==> src/core/flash_status_pkg.sv <==
// constants shared by the flash status and protect monitor
package flash_status_pkg;

  // register bus shape
  localparam int ADDR_W  = 32;
  localparam int DATA_W  = 32;
  localparam int BLOCK_N = 4;
  localparam int BLOCK_W = 2;

  // byte addresses
  localparam logic [ADDR_W-1:0] AUX_CTRL_ADDR = 32'hFFFF_E518;
  localparam logic [ADDR_W-1:0] STATUS_ADDR   = 32'hFFFF_E520;
  localparam logic [ADDR_W-1:0] CMD_ADDR      = 32'hFFFF_E524;

  // status register fields
  localparam int ST_READY_BIT = 0;
  localparam int ST_KIND_BIT  = 2;
  localparam int ST_LOCK_LSB  = 4;

  // aux control register fields
  localparam int AUX_BIT = 0;

  // command register fields
  localparam int CMD_GO_BIT      = 0;
  localparam int CMD_PROG_BIT    = 1;
  localparam int CMD_BLK_LSB     = 4;
  localparam int CMD_RST_BIT     = 8;
  localparam int CMD_REFUSED_BIT = 16;

  // values after reset
  localparam logic                 READY_RST  = 1'b1;
  localparam logic                 KIND_RST   = 1'b0;
  localparam logic [BLOCK_N-1:0]   LOCK_RST   = 4'h0;
  localparam logic                 AUX_RST    = 1'b0;
  localparam logic [DATA_W-1:0]    RDATA_RST  = 32'h0000_0000;

  typedef enum logic [1:0] {
    OP_IDLE,
    OP_RUN,
    OP_STUCK
  } op_state_t;

endpackage : flash_status_pkg

==> src/core/flash_status_protect_monitor.sv <==
// flash auto-operation status, memory kind and block protect monitor
//
// What this block does
// - while an automatic operation runs the ready flag at status bit 0 reads 0.
// - a successful end sets the ready flag to 1 and the next command is taken.
// - a faulty end leaves the ready flag at 0 instead of returning to ready.
// - reset forces the ready flag back to 1, clearing a stuck busy state.
// - status bit 2 shows the memory kind after reset, 0 for flash and 1 for mask ROM.
// - status bits 7 to 4 hold one protect flag per block, each independent of the others.
// - a program operation aimed at a block whose protect flag is 1 is refused.
`timescale 1ns/1ns
module flash_status_protect_monitor
  import flash_status_pkg::*;
(
  // clock, reset, enable
  input  wire logic                                 clk_in,
  input  wire logic                                 resetn_in,
  input  wire logic                                 ce_in,
  // register port
  input  wire logic [flash_status_pkg::ADDR_W-1:0]  addr_in,
  input  wire logic [flash_status_pkg::DATA_W-1:0]  wdata_in,
  input  wire logic                                 wr_in,
  input  wire logic                                 rd_in,
  output logic      [flash_status_pkg::DATA_W-1:0]  rdata_out,
  // flash array side
  input  wire logic                                 op_done_in,
  input  wire logic                                 op_fail_in,
  input  wire logic                                 memory_kind_in,
  input  wire logic [flash_status_pkg::BLOCK_N-1:0] block_lock_in,
  output logic                                      op_start_out,
  output logic                                      op_prog_out,
  output logic      [flash_status_pkg::BLOCK_W-1:0] op_block_out,
  output logic                                      op_abort_out,
  output logic                                      op_refused_out,
  output logic                                      aux_control_out
);

  import flash_status_pkg::*;

  // state
  op_state_t          state_r;
  op_state_t          state_nxt;
  logic               auto_op_done_flag;
  logic               memory_kind_bit_r;
  logic               kind_taken_r;
  logic               aux_control_bit_r;
  logic               start_r;
  logic               prog_r;
  logic [BLOCK_W-1:0] blk_r;
  logic               abort_r;
  logic               refused_r;
  logic               last_refused_r;
  logic [DATA_W-1:0]  rdata_r;
  logic [BLOCK_N-1:0] block_lock_flags;

  // decode
  wire                sel_aux     = (addr_in == AUX_CTRL_ADDR);
  wire                sel_status  = (addr_in == STATUS_ADDR);
  wire                sel_cmd     = (addr_in == CMD_ADDR);
  wire                cmd_wr      = wr_in && sel_cmd;
  wire                aux_wr      = wr_in && sel_aux;
  wire                cmd_go      = cmd_wr && wdata_in[CMD_GO_BIT];
  wire                cmd_prog    = wdata_in[CMD_PROG_BIT];
  wire [BLOCK_W-1:0]  cmd_blk     = wdata_in[CMD_BLK_LSB +: BLOCK_W];
  wire                cmd_reset   = cmd_wr && wdata_in[CMD_RST_BIT];
  wire                blk_locked;
  wire                is_idle     = (state_r == OP_IDLE);
  // program into a protected block is dropped
  wire                go_refused  = cmd_go && !cmd_reset && cmd_prog && blk_locked;
  // commands start only from ready
  wire                go_accept   = cmd_go && !cmd_reset && is_idle && !go_refused;

  flash_lock_bank u_lock (
    .clk_in         (clk_in),
    .resetn_in      (resetn_in),
    .ce_in          (ce_in),
    .lock_src_in    (block_lock_in),
    .blk_sel_in     (cmd_blk),
    .lock_flags_out (block_lock_flags),
    .blk_locked_out (blk_locked)
  );

  // ready flag tracks the state
  assign auto_op_done_flag = is_idle;

  // status word
  wire [DATA_W-1:0] status_word = {{(DATA_W-ST_LOCK_LSB-BLOCK_N){1'b0}},
                                   block_lock_flags,
                                   1'b0,
                                   memory_kind_bit_r,
                                   1'b0,
                                   auto_op_done_flag};
  wire [DATA_W-1:0] aux_word    = {{(DATA_W-1){1'b0}}, aux_control_bit_r};
  wire [DATA_W-1:0] cmd_word    = {{(DATA_W-CMD_REFUSED_BIT-1){1'b0}}, last_refused_r,
                                   {(CMD_REFUSED_BIT-CMD_BLK_LSB-BLOCK_W){1'b0}}, blk_r,
                                   {(CMD_BLK_LSB-CMD_PROG_BIT-1){1'b0}}, prog_r, 1'b0};
  wire [DATA_W-1:0] read_mux    = sel_status ? status_word :
                                  sel_aux    ? aux_word    :
                                  sel_cmd    ? cmd_word    : RDATA_RST;

  // operation sequencing
  always_comb begin
    state_nxt = state_r;
    case (state_r)
      OP_IDLE: begin
        if (go_accept) begin
          state_nxt = OP_RUN;
        end
      end
      OP_RUN: begin
        if (cmd_reset) begin
          state_nxt = OP_IDLE;
        end else if (op_fail_in) begin
          state_nxt = OP_STUCK;
        end else if (op_done_in) begin
          state_nxt = OP_IDLE;
        end
      end
      OP_STUCK: begin
        // only a reset command or a reset leaves here
        if (cmd_reset) begin
          state_nxt = OP_IDLE;
        end
      end
      default: begin
        state_nxt = OP_IDLE;
      end
    endcase
  end

  always_ff @(posedge clk_in) begin
    if (!resetn_in) begin
      state_r <= OP_IDLE;
    end else if (ce_in) begin
      state_r <= state_nxt;
    end
  end

  // command outputs
  always_ff @(posedge clk_in) begin
    if (!resetn_in) begin
      start_r   <= 1'b0;
      abort_r   <= 1'b0;
      refused_r <= 1'b0;
    end else if (ce_in) begin
      start_r   <= go_accept;
      abort_r   <= cmd_reset && !is_idle;
      refused_r <= go_refused;
    end
  end

  always_ff @(posedge clk_in) begin
    if (!resetn_in) begin
      prog_r         <= 1'b0;
      blk_r          <= '0;
      last_refused_r <= 1'b0;
    end else if (ce_in) begin
      if (go_accept) begin
        prog_r <= cmd_prog;
        blk_r  <= cmd_blk;
      end
      if (cmd_go && !cmd_reset) begin
        last_refused_r <= go_refused;
      end
    end
  end

  // memory kind caught on the first enabled cycle after reset
  always_ff @(posedge clk_in) begin
    if (!resetn_in) begin
      memory_kind_bit_r <= KIND_RST;
      kind_taken_r      <= 1'b0;
    end else if (ce_in && !kind_taken_r) begin
      memory_kind_bit_r <= memory_kind_in;
      kind_taken_r      <= 1'b1;
    end
  end

  always_ff @(posedge clk_in) begin
    if (!resetn_in) begin
      aux_control_bit_r <= AUX_RST;
    end else if (ce_in && aux_wr) begin
      aux_control_bit_r <= wdata_in[AUX_BIT];
    end
  end

  // read data one cycle after the strobe
  always_ff @(posedge clk_in) begin
    if (!resetn_in) begin
      rdata_r <= RDATA_RST;
    end else if (ce_in) begin
      rdata_r <= rd_in ? read_mux : RDATA_RST;
    end
  end

  assign rdata_out       = rdata_r;
  assign op_start_out    = start_r;
  assign op_prog_out     = prog_r;
  assign op_block_out    = blk_r;
  assign op_abort_out    = abort_r;
  assign op_refused_out  = refused_r;
  assign aux_control_out = aux_control_bit_r;

  // checks
  AST_BUSY_AFTER_START: assert property (@(posedge clk_in) disable iff (!resetn_in)
    ce_in && go_accept |=> !auto_op_done_flag && state_r == OP_RUN)
    else $error("ready flag not cleared when an operation starts");

  AST_STATUS_BUSY_READ: assert property (@(posedge clk_in) disable iff (!resetn_in)
    ce_in && rd_in && sel_status && state_r == OP_RUN |=> rdata_out[ST_READY_BIT] == 1'b0)
    else $error("status read shows ready during an operation");

  AST_DONE_READY: assert property (@(posedge clk_in) disable iff (!resetn_in)
    ce_in && state_r == OP_RUN && op_done_in && !op_fail_in && !cmd_reset
    |=> auto_op_done_flag)
    else $error("ready flag not set after successful end");

  AST_DONE_ACCEPTS: assert property (@(posedge clk_in) disable iff (!resetn_in)
    ce_in && is_idle && cmd_go && !cmd_reset && !go_refused |=> op_start_out)
    else $error("command not taken while ready");

  AST_FAIL_STUCK: assert property (@(posedge clk_in) disable iff (!resetn_in)
    ce_in && state_r == OP_RUN && op_fail_in && !cmd_reset
    ##1 (!cmd_reset && !op_done_in) [*2] |-> !auto_op_done_flag)
    else $error("ready flag returned after a faulty end");

  AST_RESET_READY: assert property (@(posedge clk_in) disable iff (!resetn_in)
    resetn_in && !$past(resetn_in) |-> auto_op_done_flag && !op_start_out)
    else $error("ready flag not 1 after reset");

  AST_KIND_HELD: assert property (@(posedge clk_in) disable iff (!resetn_in)
    kind_taken_r && $stable(kind_taken_r) |-> $stable(memory_kind_bit_r))
    else $error("memory kind changed after capture");

  AST_LOCK_MIRROR: assert property (@(posedge clk_in) disable iff (!resetn_in)
    ce_in ##1 resetn_in |-> block_lock_flags == $past(block_lock_in))
    else $error("protect flags do not follow their blocks");

  AST_LOCKED_REFUSED: assert property (@(posedge clk_in) disable iff (!resetn_in)
    ce_in && cmd_go && !cmd_reset && cmd_prog && blk_locked
    |=> !op_start_out && op_refused_out && state_r == $past(state_r))
    else $error("program into a protected block was started");

  AST_BUSY_NO_START: assert property (@(posedge clk_in) disable iff (!resetn_in)
    ce_in && !is_idle && cmd_go && !cmd_reset |=> !op_start_out)
    else $error("command started while busy");

  AST_START_ONE_CYCLE: assert property (@(posedge clk_in) disable iff (!resetn_in)
    ce_in && op_start_out |=> !op_start_out)
    else $error("start pulse longer than one cycle");

  AST_STATUS_READY_READ: assert property (@(posedge clk_in) disable iff (!resetn_in)
    ce_in && rd_in && sel_status && is_idle |=> rdata_out[ST_READY_BIT] == 1'b1)
    else $error("status read shows busy while ready");

  AST_START_FROM_READY: assert property (@(posedge clk_in) disable iff (!resetn_in)
    op_start_out && $past(ce_in) |-> $past(is_idle))
    else $error("operation started while not ready");

  AST_STUCK_READ_BUSY: assert property (@(posedge clk_in) disable iff (!resetn_in)
    ce_in && rd_in && sel_status && state_r == OP_STUCK |=> rdata_out[ST_READY_BIT] == 1'b0)
    else $error("status read shows ready after a faulty end");

  AST_STUCK_HOLDS: assert property (@(posedge clk_in) disable iff (!resetn_in)
    ce_in && state_r == OP_STUCK && !cmd_reset |=> state_r == OP_STUCK)
    else $error("stuck busy state left without a reset");

  AST_FAIL_WINS: assert property (@(posedge clk_in) disable iff (!resetn_in)
    ce_in && state_r == OP_RUN && op_fail_in && !cmd_reset |=> state_r == OP_STUCK)
    else $error("faulty end did not leave busy stuck");

  AST_RESET_FORCES_READY: assert property (@(posedge clk_in)
    !resetn_in |=> auto_op_done_flag && !op_start_out && !op_abort_out
    && !op_refused_out)
    else $error("reset did not return to ready");

  AST_RESET_CMD_READY: assert property (@(posedge clk_in) disable iff (!resetn_in)
    ce_in && cmd_reset |=> auto_op_done_flag)
    else $error("reset command did not return to ready");

  AST_ABORT_PULSE: assert property (@(posedge clk_in) disable iff (!resetn_in)
    ce_in && cmd_reset && !is_idle |=> op_abort_out)
    else $error("reset command while busy gave no abort");

  AST_KIND_READ: assert property (@(posedge clk_in) disable iff (!resetn_in)
    ce_in && rd_in && sel_status |=> rdata_out[ST_KIND_BIT] == $past(memory_kind_bit_r))
    else $error("status read shows wrong memory kind");

  AST_LOCK_READ: assert property (@(posedge clk_in) disable iff (!resetn_in)
    ce_in && rd_in && sel_status |=> rdata_out[ST_LOCK_LSB +: BLOCK_N] == $past(block_lock_flags))
    else $error("status read shows wrong protect flags");

  AST_STATUS_SPARE_ZERO: assert property (@(posedge clk_in) disable iff (!resetn_in)
    ce_in && rd_in && sel_status |=> rdata_out[DATA_W-1:ST_LOCK_LSB+BLOCK_N] == '0
    && rdata_out[3] == 1'b0 && rdata_out[1] == 1'b0)
    else $error("unused status bits not zero");

  AST_REFUSE_RECORDED: assert property (@(posedge clk_in) disable iff (!resetn_in)
    ce_in && go_refused |=> last_refused_r && op_refused_out)
    else $error("refused program not recorded");

endmodule : flash_status_protect_monitor

==> src/core/flash_lock_bank.sv <==
// per-block protect flag bank with a lock lookup for one block
`timescale 1ns/1ns
module flash_lock_bank
  import flash_status_pkg::*;
(
  // clock and reset
  input  wire logic                                clk_in,
  input  wire logic                                resetn_in,
  input  wire logic                                ce_in,
  // protect state from the flash array
  input  wire logic [flash_status_pkg::BLOCK_N-1:0] lock_src_in,
  // lookup
  input  wire logic [flash_status_pkg::BLOCK_W-1:0] blk_sel_in,
  output logic      [flash_status_pkg::BLOCK_N-1:0] lock_flags_out,
  output logic                                      blk_locked_out
);

  logic [BLOCK_N-1:0] flag_r;

  // each flag follows its own block, any mix allowed
  genvar g;
  generate
    for (g = 0; g < BLOCK_N; g = g + 1) begin : g_blk
      always_ff @(posedge clk_in) begin
        if (!resetn_in) begin
          flag_r[g] <= LOCK_RST[g];
        end else if (ce_in) begin
          flag_r[g] <= lock_src_in[g];
        end
      end
    end
  endgenerate

  assign lock_flags_out = flag_r;
  assign blk_locked_out = flag_r[blk_sel_in];

endmodule : flash_lock_bank

==> config.mk <==
export PLATFORM = sky130hd
export DESIGN_NAME = flash_status_protect_monitor
export DESIGN_NICKNAME = d
export VERILOG_FILES = /design/src/core/flash_status_pkg.sv /design/src/core/flash_status_protect_monitor.sv /design/src/core/flash_lock_bank.sv
export SDC_FILE = /design/constraint.sdc
export NUM_CORES = 1
export LEC_CHECK = 0
export BUFFER_PORTS_ARGS = -buffer_cell sky130_fd_sc_hd__buf_2
export CELL_PAD_IN_SITES_DETAIL_PLACEMENT = 1
export CELL_PAD_IN_SITES_GLOBAL_PLACEMENT = 1
export CORE_MARGIN = 2
export CORE_UTILIZATION = 26
export CTS_BUF_LIST = sky130_fd_sc_hd__clkbuf_8
export CTS_CLUSTER_SIZE = 14
export DETAILED_ROUTE_END_ITERATION = 7
export GPL_TIMING_DRIVEN = 0
export MAX_ROUTING_LAYER = met4
export PLACE_DENSITY = 0.84
export SYNTH_ARGS = -nofsm -noshare
export SYNTH_HDL_FRONTEND = slang
export SYNTH_SLANG_ARGS = --single-unit
==> constraint.sdc <==
create_clock -name clk_in -period 2.4 [get_ports clk_in]
set_input_delay 0.24 -clock clk_in [delete_from_list [all_inputs] [get_ports clk_in]]
set_output_delay 0.24 -clock clk_in [all_outputs]
set_load 0.01 [all_outputs]
Word level (Yosys, flattened, before mapping)
Index checks and enable logic that the tools add are counted.

Multiplexer cells: 12. Bitwise gates (word level): 0. $add $sub $neg: 0. $lt $le $gt $ge: 1. Equality and inequality tests: 8. Shifts and indexed selects: 0. Div/mod/pow operators: 0. Reductions and logical operators: 20. Multipliers: 0.

Operators by type and width (count): $eq A32 B32 Y1 const B (3); $mux W17 (4); $logic_and A1 B1 Y1 (12); $mux W2 (5); $pmux W2 S3 (1); $logic_not A1 Y1 (4); $ne A4 B4 Y1 const B (1); $reduce_and A2 Y1 (2); $reduce_and A4 Y1 (1); $lt A2 B3 Y1 const B (1); $bmux W1 S2 (1); $eq A2 B1 Y1 const B (1); $eq A2 B2 Y1 const B (1); $logic_not A2 Y1 (1); $ne A2 B1 Y1 const B (1); $ne A2 B2 Y1 const B (1); $mux W1 (1).

Word-level logic and storage cells: 56. Bits in writable memories: 0. Output and inout port bits: 39. ROM bits: 0. Input bits: 76. Bits in registers: 48. Memories kept: 0. Latch bits: 0.

Logic depth before layout (Yosys ltp)
Gate-level depths: netlist (run 1).

Depth in word-level cells: 11. Depth in mapped cells: 6. Mapped depth without buffers: 5.

By module
From an unflattened synthesis (run 1), not the netlist that was laid out.

Cells, all modules: 162. Area total of the unflattened synthesis: 1397.6 um2.

Modules (own cells, without submodules): flash_status_protect_monitor (seq. area each 400.4 um2, cells each 148, times used 1, area each 1224.9 um2); flash_lock_bank (seq. area each 80.1 um2, cells each 14, times used 1, area each 172.7 um2).

Worst setup path before layout (run 1)
Ideal clock, no wire load.

Path type: in2reg. Start point: input port addr_in[31] (netlist name). End point: register rdata_r[0], in the netlist rdata_out[0]. Buffers on the path: 1. Setup time: 0.072 ns. Data required time: 2.328 ns. Arrival: 1.802 ns. Slack: 0.526 ns. Cell stages on the path: 6. Cells stage by stage: nand4_1 -> or4_1 -> buf_2 -> or2_1 -> or4_1 -> a21oi_1.

Longest elaborated chain between the ends: 4. Elaborated cells between the ends (all ways): 5. Those cells by class: eq/ne: 2; mux: 3.

RTL lines: start: declaration (line flash_status_protect_monitor.sv:20) `input wire logic [flash_status_pkg::ADDR_W-1:0] addr_in,`; $eq A32 B32 Y1 (line flash_status_protect_monitor.sv:57) `wire sel_aux = (addr_in == AUX_CTRL_ADDR);`; $mux W17 (line flash_status_protect_monitor.sv:98) `sel_aux ? aux_word :`; $mux W17 (*) (line flash_status_protect_monitor.sv:97) `wire [DATA_W-1:0] read_mux = sel_status ? status_word :`; $mux W17 (*) (line flash_status_protect_monitor.sv:192) `rdata_r <= rd_in ? read_mux : RDATA_RST;`; end signal: assignment (line flash_status_protect_monitor.sv:192); end: declaration (line flash_status_protect_monitor.sv:53) `logic [DATA_W-1:0] rdata_r;`.

Every way passes the cells marked *; elsewhere a longest branch is shown, timed or not. A chain may end at the register's enable or synchronous reset.

Worst setup path in the final report (run 1)
Start point: input port addr_in[31] (netlist name). End point: register rdata_r[5], in the netlist rdata_out[5].

Longest elaborated chain between the ends: 5. Elaborated cells between the ends (all ways): 7. Those cells by class: eq/ne: 3; mux: 4.

RTL lines: $eq A32 B32 Y1 (line flash_status_protect_monitor.sv:59) `wire sel_cmd = (addr_in == CMD_ADDR);`; $mux W17 (line flash_status_protect_monitor.sv:99) `sel_cmd ? cmd_word : RDATA_RST;`; $mux W17 (line flash_status_protect_monitor.sv:98); $mux W17 (*) (line flash_status_protect_monitor.sv:97); $mux W17 (*) (line flash_status_protect_monitor.sv:192).

Marks and branches as above.

==> run summary, run 1 <==
Total Die Area -> 0.00568 mm²
half-perimeter wire length of the detailed placement result -> 3210 µm
Bufs and invs on worst path -> 2
clock tree root buffer cell -> clkbuf_8
DRC viols -> 0
First-pass DRT Iterations -> 4
post-layout util -> 39.1%
Final Hold Fails -> 0
antenna violations before repair -> 0
RSZ-0062 raised after global routing -> false
class of the most critical setup path -> in -> reg
nets@finish -> 324
total congestion overflow after global routing -> 0
count of antenna diodes in the layout -> 0
num ports -> 115
aggregate routed wire length -> 3800 µm
pre-CTS setup slack -> 116 ps
number of cells on the worst hold path -> 3
yosys synthesis warning count -> 0
cell area after layout -> 0.00188 mm²
share of Yosys cell area claimed by the top area cell type -> 36.3%
number of buffers created by CTS -> 3
clock period minus final worst setup slack -> 1950 ps
number of enable flip-flop cells after synthesis -> 0
Synth cell types -> 35
leading cell types by count after synthesis -> 24 x buf_4, 24 x dfxtp_1, 14 x nor2_1
Max-slew headroom -> 41.2%
vias in the first global route -> 1406
post-CTS setup buffer count -> 0
Slowest-stage cell, CP -> nor4b_1
total global routing track utilization -> 14.1%
layout cells sized above 1 -> 37.7%
core region area -> 0.00482 mm²
count of pins over their slew limit -> 0
proportion of synthesized area in mux cells -> 8.50%
synthesized-area fraction occupied by xor and xnor cells -> 0%
final cycle utilization of the critical path -> 81.2%
final number of setup-violating endpoints -> 0
maximum clock skew at final layout -> 2.82 ps
initial standard-cell utilization of the core -> 27.5%
count of nets left with antenna violations after detail routing -> 0
async set or reset register ratio after synthesis -> 0%
count of placed standard cells in the final layout, fillers left out -> 314
leakage power total -> 0.913 nW
result of the run -> complete, no violations
Critical Path Sink Type -> register
# H-tree levels -> 1
post-synth design cell area -> 0.00133 mm²
buffers from clock root to sink, at most -> 2
row cnt -> 25
number of hold-repair buffers added at the cts stage -> 0
fraction of the mapped netlist area in adder cells -> 0%
maximum resistive drop on vdd -> 0.000401 V
achievable frequency -> 0.513 GHz
Arr. time, crit path -> 2150 ps
cell depth of the worst flop-to-flop path -> 4
GP Congestion -> 0.824
simple-gate share of the synthesized area -> 30.2%
clock-pin transition on the worst setup and hold timing paths -> 90 ps
sequential element share of the synthesized area -> 36.3%
average footprint of a synthesized cell -> 8.44 µm²
Area Growth Syn to Fin -> 42.0%
transition time at the pin with the least slew margin -> 869 ps
WL per Instance -> 12.1 µm
clk sinks -> 24
placed instance count -> 310
Die Span X -> 75.4 µm
number of resized instances in the post-cts repair step -> 0
TritonCTS clock tree -> yes
largest family of logic cells by synthesized area -> simple AND/OR/NAND/NOR gates
number of storage elements in the synthesis netlist -> 24
number of standard cells after synthesis -> 157
post-route total power -> 0.903 mW
largest fanout on the critical path -> 6
Stages on worst setup path -> 7
max-cap viol count -> 0
dominant cell type by area after synthesis -> dfxtp_1
crit start category -> primary input
largest cells by area after synthesis -> dfxtp_1 36%, buf_4 14%, mux2i_1 6.8%, a21oi_1 4.9%, nand4_1 4.2%
accumulated negative setup slack -> 0 ps
Post-Place Cell Area -> 0.00181 mm²
WP data required -> 2600 ps
violation count after the first detailed-routing iteration -> 30
pin count of the biggest net entering global routing -> 15
power per cell area -> 480 mW/mm²
chain of cells forming the critical path -> buf_2 -> nand4_1 -> or4_1 -> buf_2 -> nor4b_1 -> a21oi_1 -> a21oi_1
drt via density -> 4.39
insertion delay to the later sink of the worst-skew pair -> 270 ps
CP top delay family -> simple AND/OR/NAND/NOR gates
Die Y -> 75.4 µm
Port Buffer Count -> 63
Hold WS -> 198 ps
compound-gate portion of the synthesized area -> 9.07%
first-pass GRT wire length -> 6040 µm
top_reg_cell synth -> dfxtp_1
type of the worst min-delay path -> in -> reg
critical path's largest stage delay -> 760 ps
DR vias -> 1380
setup slack after layout -> 451 ps
==> power by group <==
group	total, mW	internal, mW	leakage (nW)	switching, mW
combinational	0.136	0.0711	0.682	0.0649
sequential	0.408	0.404	0.195	0.00437
clock	0.358	0.223	0.0357	0.135
==> cell type report <==
type,count,area [µm²]
buffer,29,200
clock buffer,3,41.3
clock inverter,1,30.0
fill,625,2940
inverter,2,7.51
multi-input combinational,125,723
sequential,24,480
tap,67,83.8
timing repair buffer,63,315
==> cell usage in the layout, fill, tap and decap left out, types with 2 or more instances in the layout <==
master,n
a21oi_1,13
buf_2,64
buf_4,24
clkbuf_1,4
clkbuf_8,3
conb_1,24
dfxtp_1,24
mux2i_1,9
nand2_1,13
nand2b_1,8
nand3_1,2
nand4_1,9
nand4b_1,2
nor2_1,14
nor2b_1,7
nor4_1,2
nor4b_1,3
o21a_1,2
or4_1,2
==> kinds of logic (layout without fill, tap and decap cells) <==
family | after synthesis | after routing
mux | 10 | 10
flops | 24 | 24
compound gates | 20 | 20
buf+inv | 31 | 98
simple gates | 71 | 71
other cells | 1 | 24
==> registers in the layout (all words and copies together), names as in the netlist <==
signal and count:
op_start_out 1, op_refused_out 1, memory_kind_bit_r 1, op_block_out 2, kind_taken_r 1, op_prog_out 1
state_r 2, aux_control_out 1, u_lock.lock_flags_out 4, rdata_out 8, op_abort_out 1, last_refused_r 1
==> per-layer routing <==
metal	vias up	wire length (µm)	GRT usage (%)
met4	0	21	2.92
met1	652	1570	15.7
li1	682	-	-
met2	41	1990	25.5
met5	-	0	-
met3	5	226	3.57
==> worst min-delay path, stage by stage <==
cell and delay, ps:
buf_2 70, mux2i_1 50, nor2_1 70
==> worst paths after layout <==
path	start	endpoint	slack [ps]
worst max-delay path	addr_in[31]	rdata_out[5]	450
worst min-delay path	block_lock_in[3]	u_lock.lock_flags_out[3]	200
worst max register to register	u_lock.lock_flags_out[3]	op_prog_out	850
worst min register to register	op_abort_out	op_abort_out	470
No activity file was read; power rests on OpenSTA's default activity.
==> inputs of run 2 (changes only) <==
CORE_UTILIZATION = 23   (was 26)
PLACE_DENSITY = 0.79   (was 0.84)
clock period = 1.6 ns   (was 2.4 ns; I/O delays follow)
==> run summary, run 2 (synthesis gave the netlist of run 1 again) <==
accumulated negative setup slack -> -30.6 ps (-30.6 ps)
total congestion overflow after global routing -> 0 (unchanged)
area occupied by registers -> 480 µm² (unchanged)
total global routing track utilization -> 13.0% (-1.1 points)
Final Hold Fails -> 0 (unchanged)
DRC viols -> 0 (unchanged)
multi-input gate area in the final layout -> 762 µm² (+5.4%)
number of buffers created by CTS -> 3 (unchanged)
WL per Instance -> 12.9 µm (+6.5%)
source of the worst register-to-register timing path -> u_lock.lock_flags_out[3]
count of antenna diodes in the layout -> 0 (unchanged)
Max-slew headroom -> 61.0% (+20 points)
Critical Path Sink Type -> register
flip-flop count of the largest register after layout -> 8 (unchanged)
pre-CTS setup slack -> -646 ps (-762 ps)
Port Buffer Count -> 63 (unchanged)
Area Growth Syn to Fin -> 50.9%
clock-pin transition on the worst setup and hold timing paths -> 90 ps (about the same)
Die Span X -> 79.9 µm (+6.0%)
WP data required -> 1810 ps (-790 ps)
achievable frequency -> 0.613 GHz
commonest non-fill, non-tap cell in the layout -> buf_2
commonest cells after routing, fill and taps aside -> 58 x buf_2, 26 x buf_4, 24 x conb_1, 24 x dfxtp_1
row cnt -> 27 (+8.0%)
placed instance count -> 315 (+1.6%)
maximum resistive drop on vdd -> 0.000414 V (+3.3%)
Post-Place Cell Area -> 0.00182 mm² (+0.35%)
Slowest-stage cell, CP -> or4_1
num ports -> 115 (unchanged)
Die Y -> 79.9 µm (+6.0%)
core region area -> 0.00554 mm² (+15%)
DR vias -> 1383 (+0.22%)
count of pins over their slew limit -> 0 (unchanged)
buffers from clock root to sink, at most -> 2 (unchanged)
half-perimeter wire length of the detailed placement result -> 3270 µm (+1.8%)
RR Endpoint -> op_prog_out
insertion delay to the later sink of the worst-skew pair -> 270 ps (about the same)
clock period minus final worst setup slack -> 1630 ps
critical path's largest stage delay -> 530 ps (-230 ps)
# fillers -> 703 (+12%)
GP Congestion -> 0.779 (-5.5%)
final cycle utilization of the critical path -> 102%
clock tree root buffer cell -> clkbuf_8
chain of cells forming the critical path -> buf_2 -> nand4_1 -> or4_1 -> buf_6 -> or2_4 -> or4_4 -> a21oi_2
antenna violations before repair -> 0 (unchanged)
power per cell area -> 686 mW/mm² (+43%)
class of the most critical setup path -> in -> reg
type of the worst min-delay path -> in -> reg
initial standard-cell utilization of the core -> 23.9% (-3.6 points)
result of the run -> complete, but fails checks
violation count after the first detailed-routing iteration -> 41 (+37%)
leakage power total -> 0.972 nW (+6.6%)
aggregate routed wire length -> 4150 µm (+9.2%)
maximum clock skew at final layout -> 5.19 ps (+2.37 ps)
# H-tree levels -> 1 (unchanged)
violations in the final reports -> setup timing
transition time at the pin with the least slew margin -> 585 ps (-284 ps)
max-cap viol count -> 0 (unchanged)
final number of setup-violating endpoints -> 1 (+1)
Arr. time, crit path -> 1840 ps (-310 ps)
worst hold path startpoint -> memory_kind_in
Worst Hold Path EP -> memory_kind_bit_r
vias in the first global route -> 1436 (+2.1%)
crit start category -> primary input
TritonCTS clock tree -> yes
cell depth of the worst flop-to-flop path -> 5 (+1)
RSZ-0062 raised after global routing -> true
count of placed standard cells in the final layout, fillers left out -> 322 (+2.5%)
pin count of the biggest net entering global routing -> 15 (unchanged)
largest fanout on the critical path -> 2 (-4)
Total Die Area -> 0.00638 mm² (+12%)
Hold WS -> 118 ps (-80.1 ps)
first-pass GRT wire length -> 6450 µm (+6.7%)
clk sinks -> 24 (unchanged)
drt via density -> 4.30 (-2.3%)
nets@finish -> 327 (+0.93%)
layout cells sized above 1 -> 40.8% (+3.1 points)
cell area after layout -> 0.00200 mm² (+6.3%)
number of cells on the worst hold path -> 3 (unchanged)
setup slack after layout -> -30.6 ps (-481 ps)
First-pass DRT Iterations -> 4 (unchanged)
slack of the worst reg-to-reg path -> 140 ps (-710 ps)
count of nets left with antenna violations after detail routing -> 0 (unchanged)
==> run 2: area by class of cell <==
class                   count  share of cell area [%]
well taps                  72                    4.51
plain buffers              29                    10.3
multi-input cells         125                    38.1
clock buffers               3                    2.07
flip-flops and latches     24                    24.0
clock inverters             1                    1.50
repair buffers             66                    19.1
inverters                   2                   0.375
==> run 2: worst max-delay path: cells and delay by family <==
kind,cells,cell delay (ps)
simple gates,4,1340
buf+inv,2,220
compound gates,1,120
==> run 2: how the worst max path moves through the flow <==
stage	start	endpoint	cells past startpoint	slack (ps)
after floorplan	addr_in[31]	rdata_out[0]	6	-160
after global placement	addr_in[31]	rdata_out[4]	7	-590
after detailed placement	addr_in[31]	rdata_out[4]	7	-650
after global routing	addr_in[30]	rdata_out[0]	7	-80
after CTS	addr_in[22]	rdata_out[0]	7	-30
final	addr_in[28]	rdata_out[0]	7	-30
==> run 2: per-layer routing <==
metal  vias up  share of wire, %  GRT usage [%]
met1       648                40           13.5
met3         6               6.1           3.05
met2        39                53           24.7
met5         -                 0              -
li1        690                 -              -
met4         0               1.1           2.88
==> run 2: timing repair <==
item / in CTS / in global routing
buffers inserted: 1 / 2
gates resized for setup: 6 / 9
pin swaps: 4 / 7
endpoints found under the setup margin: 8 / 7
hold buffers: 0 / 0
==> run 2: metrics by stage <==
stage | util (%) | power, mW
finish | 36.1 | 1.37
global route | 36.1 | 1.43
CTS | 34.8 | 1.37
detailed placement | 32.8 | 0.830
global placement | 32.8 | 0.824
floorplan | - | 0.744
==> run 2: power breakdown <==
part | internal [mW] | total (mW) | switching [mW]
clock network | 0.335 | 0.544 | 0.209
registers | 0.606 | 0.613 | 0.00661
logic | 0.114 | 0.215 | 0.101
total | 1.06 | 1.37 | 0.317
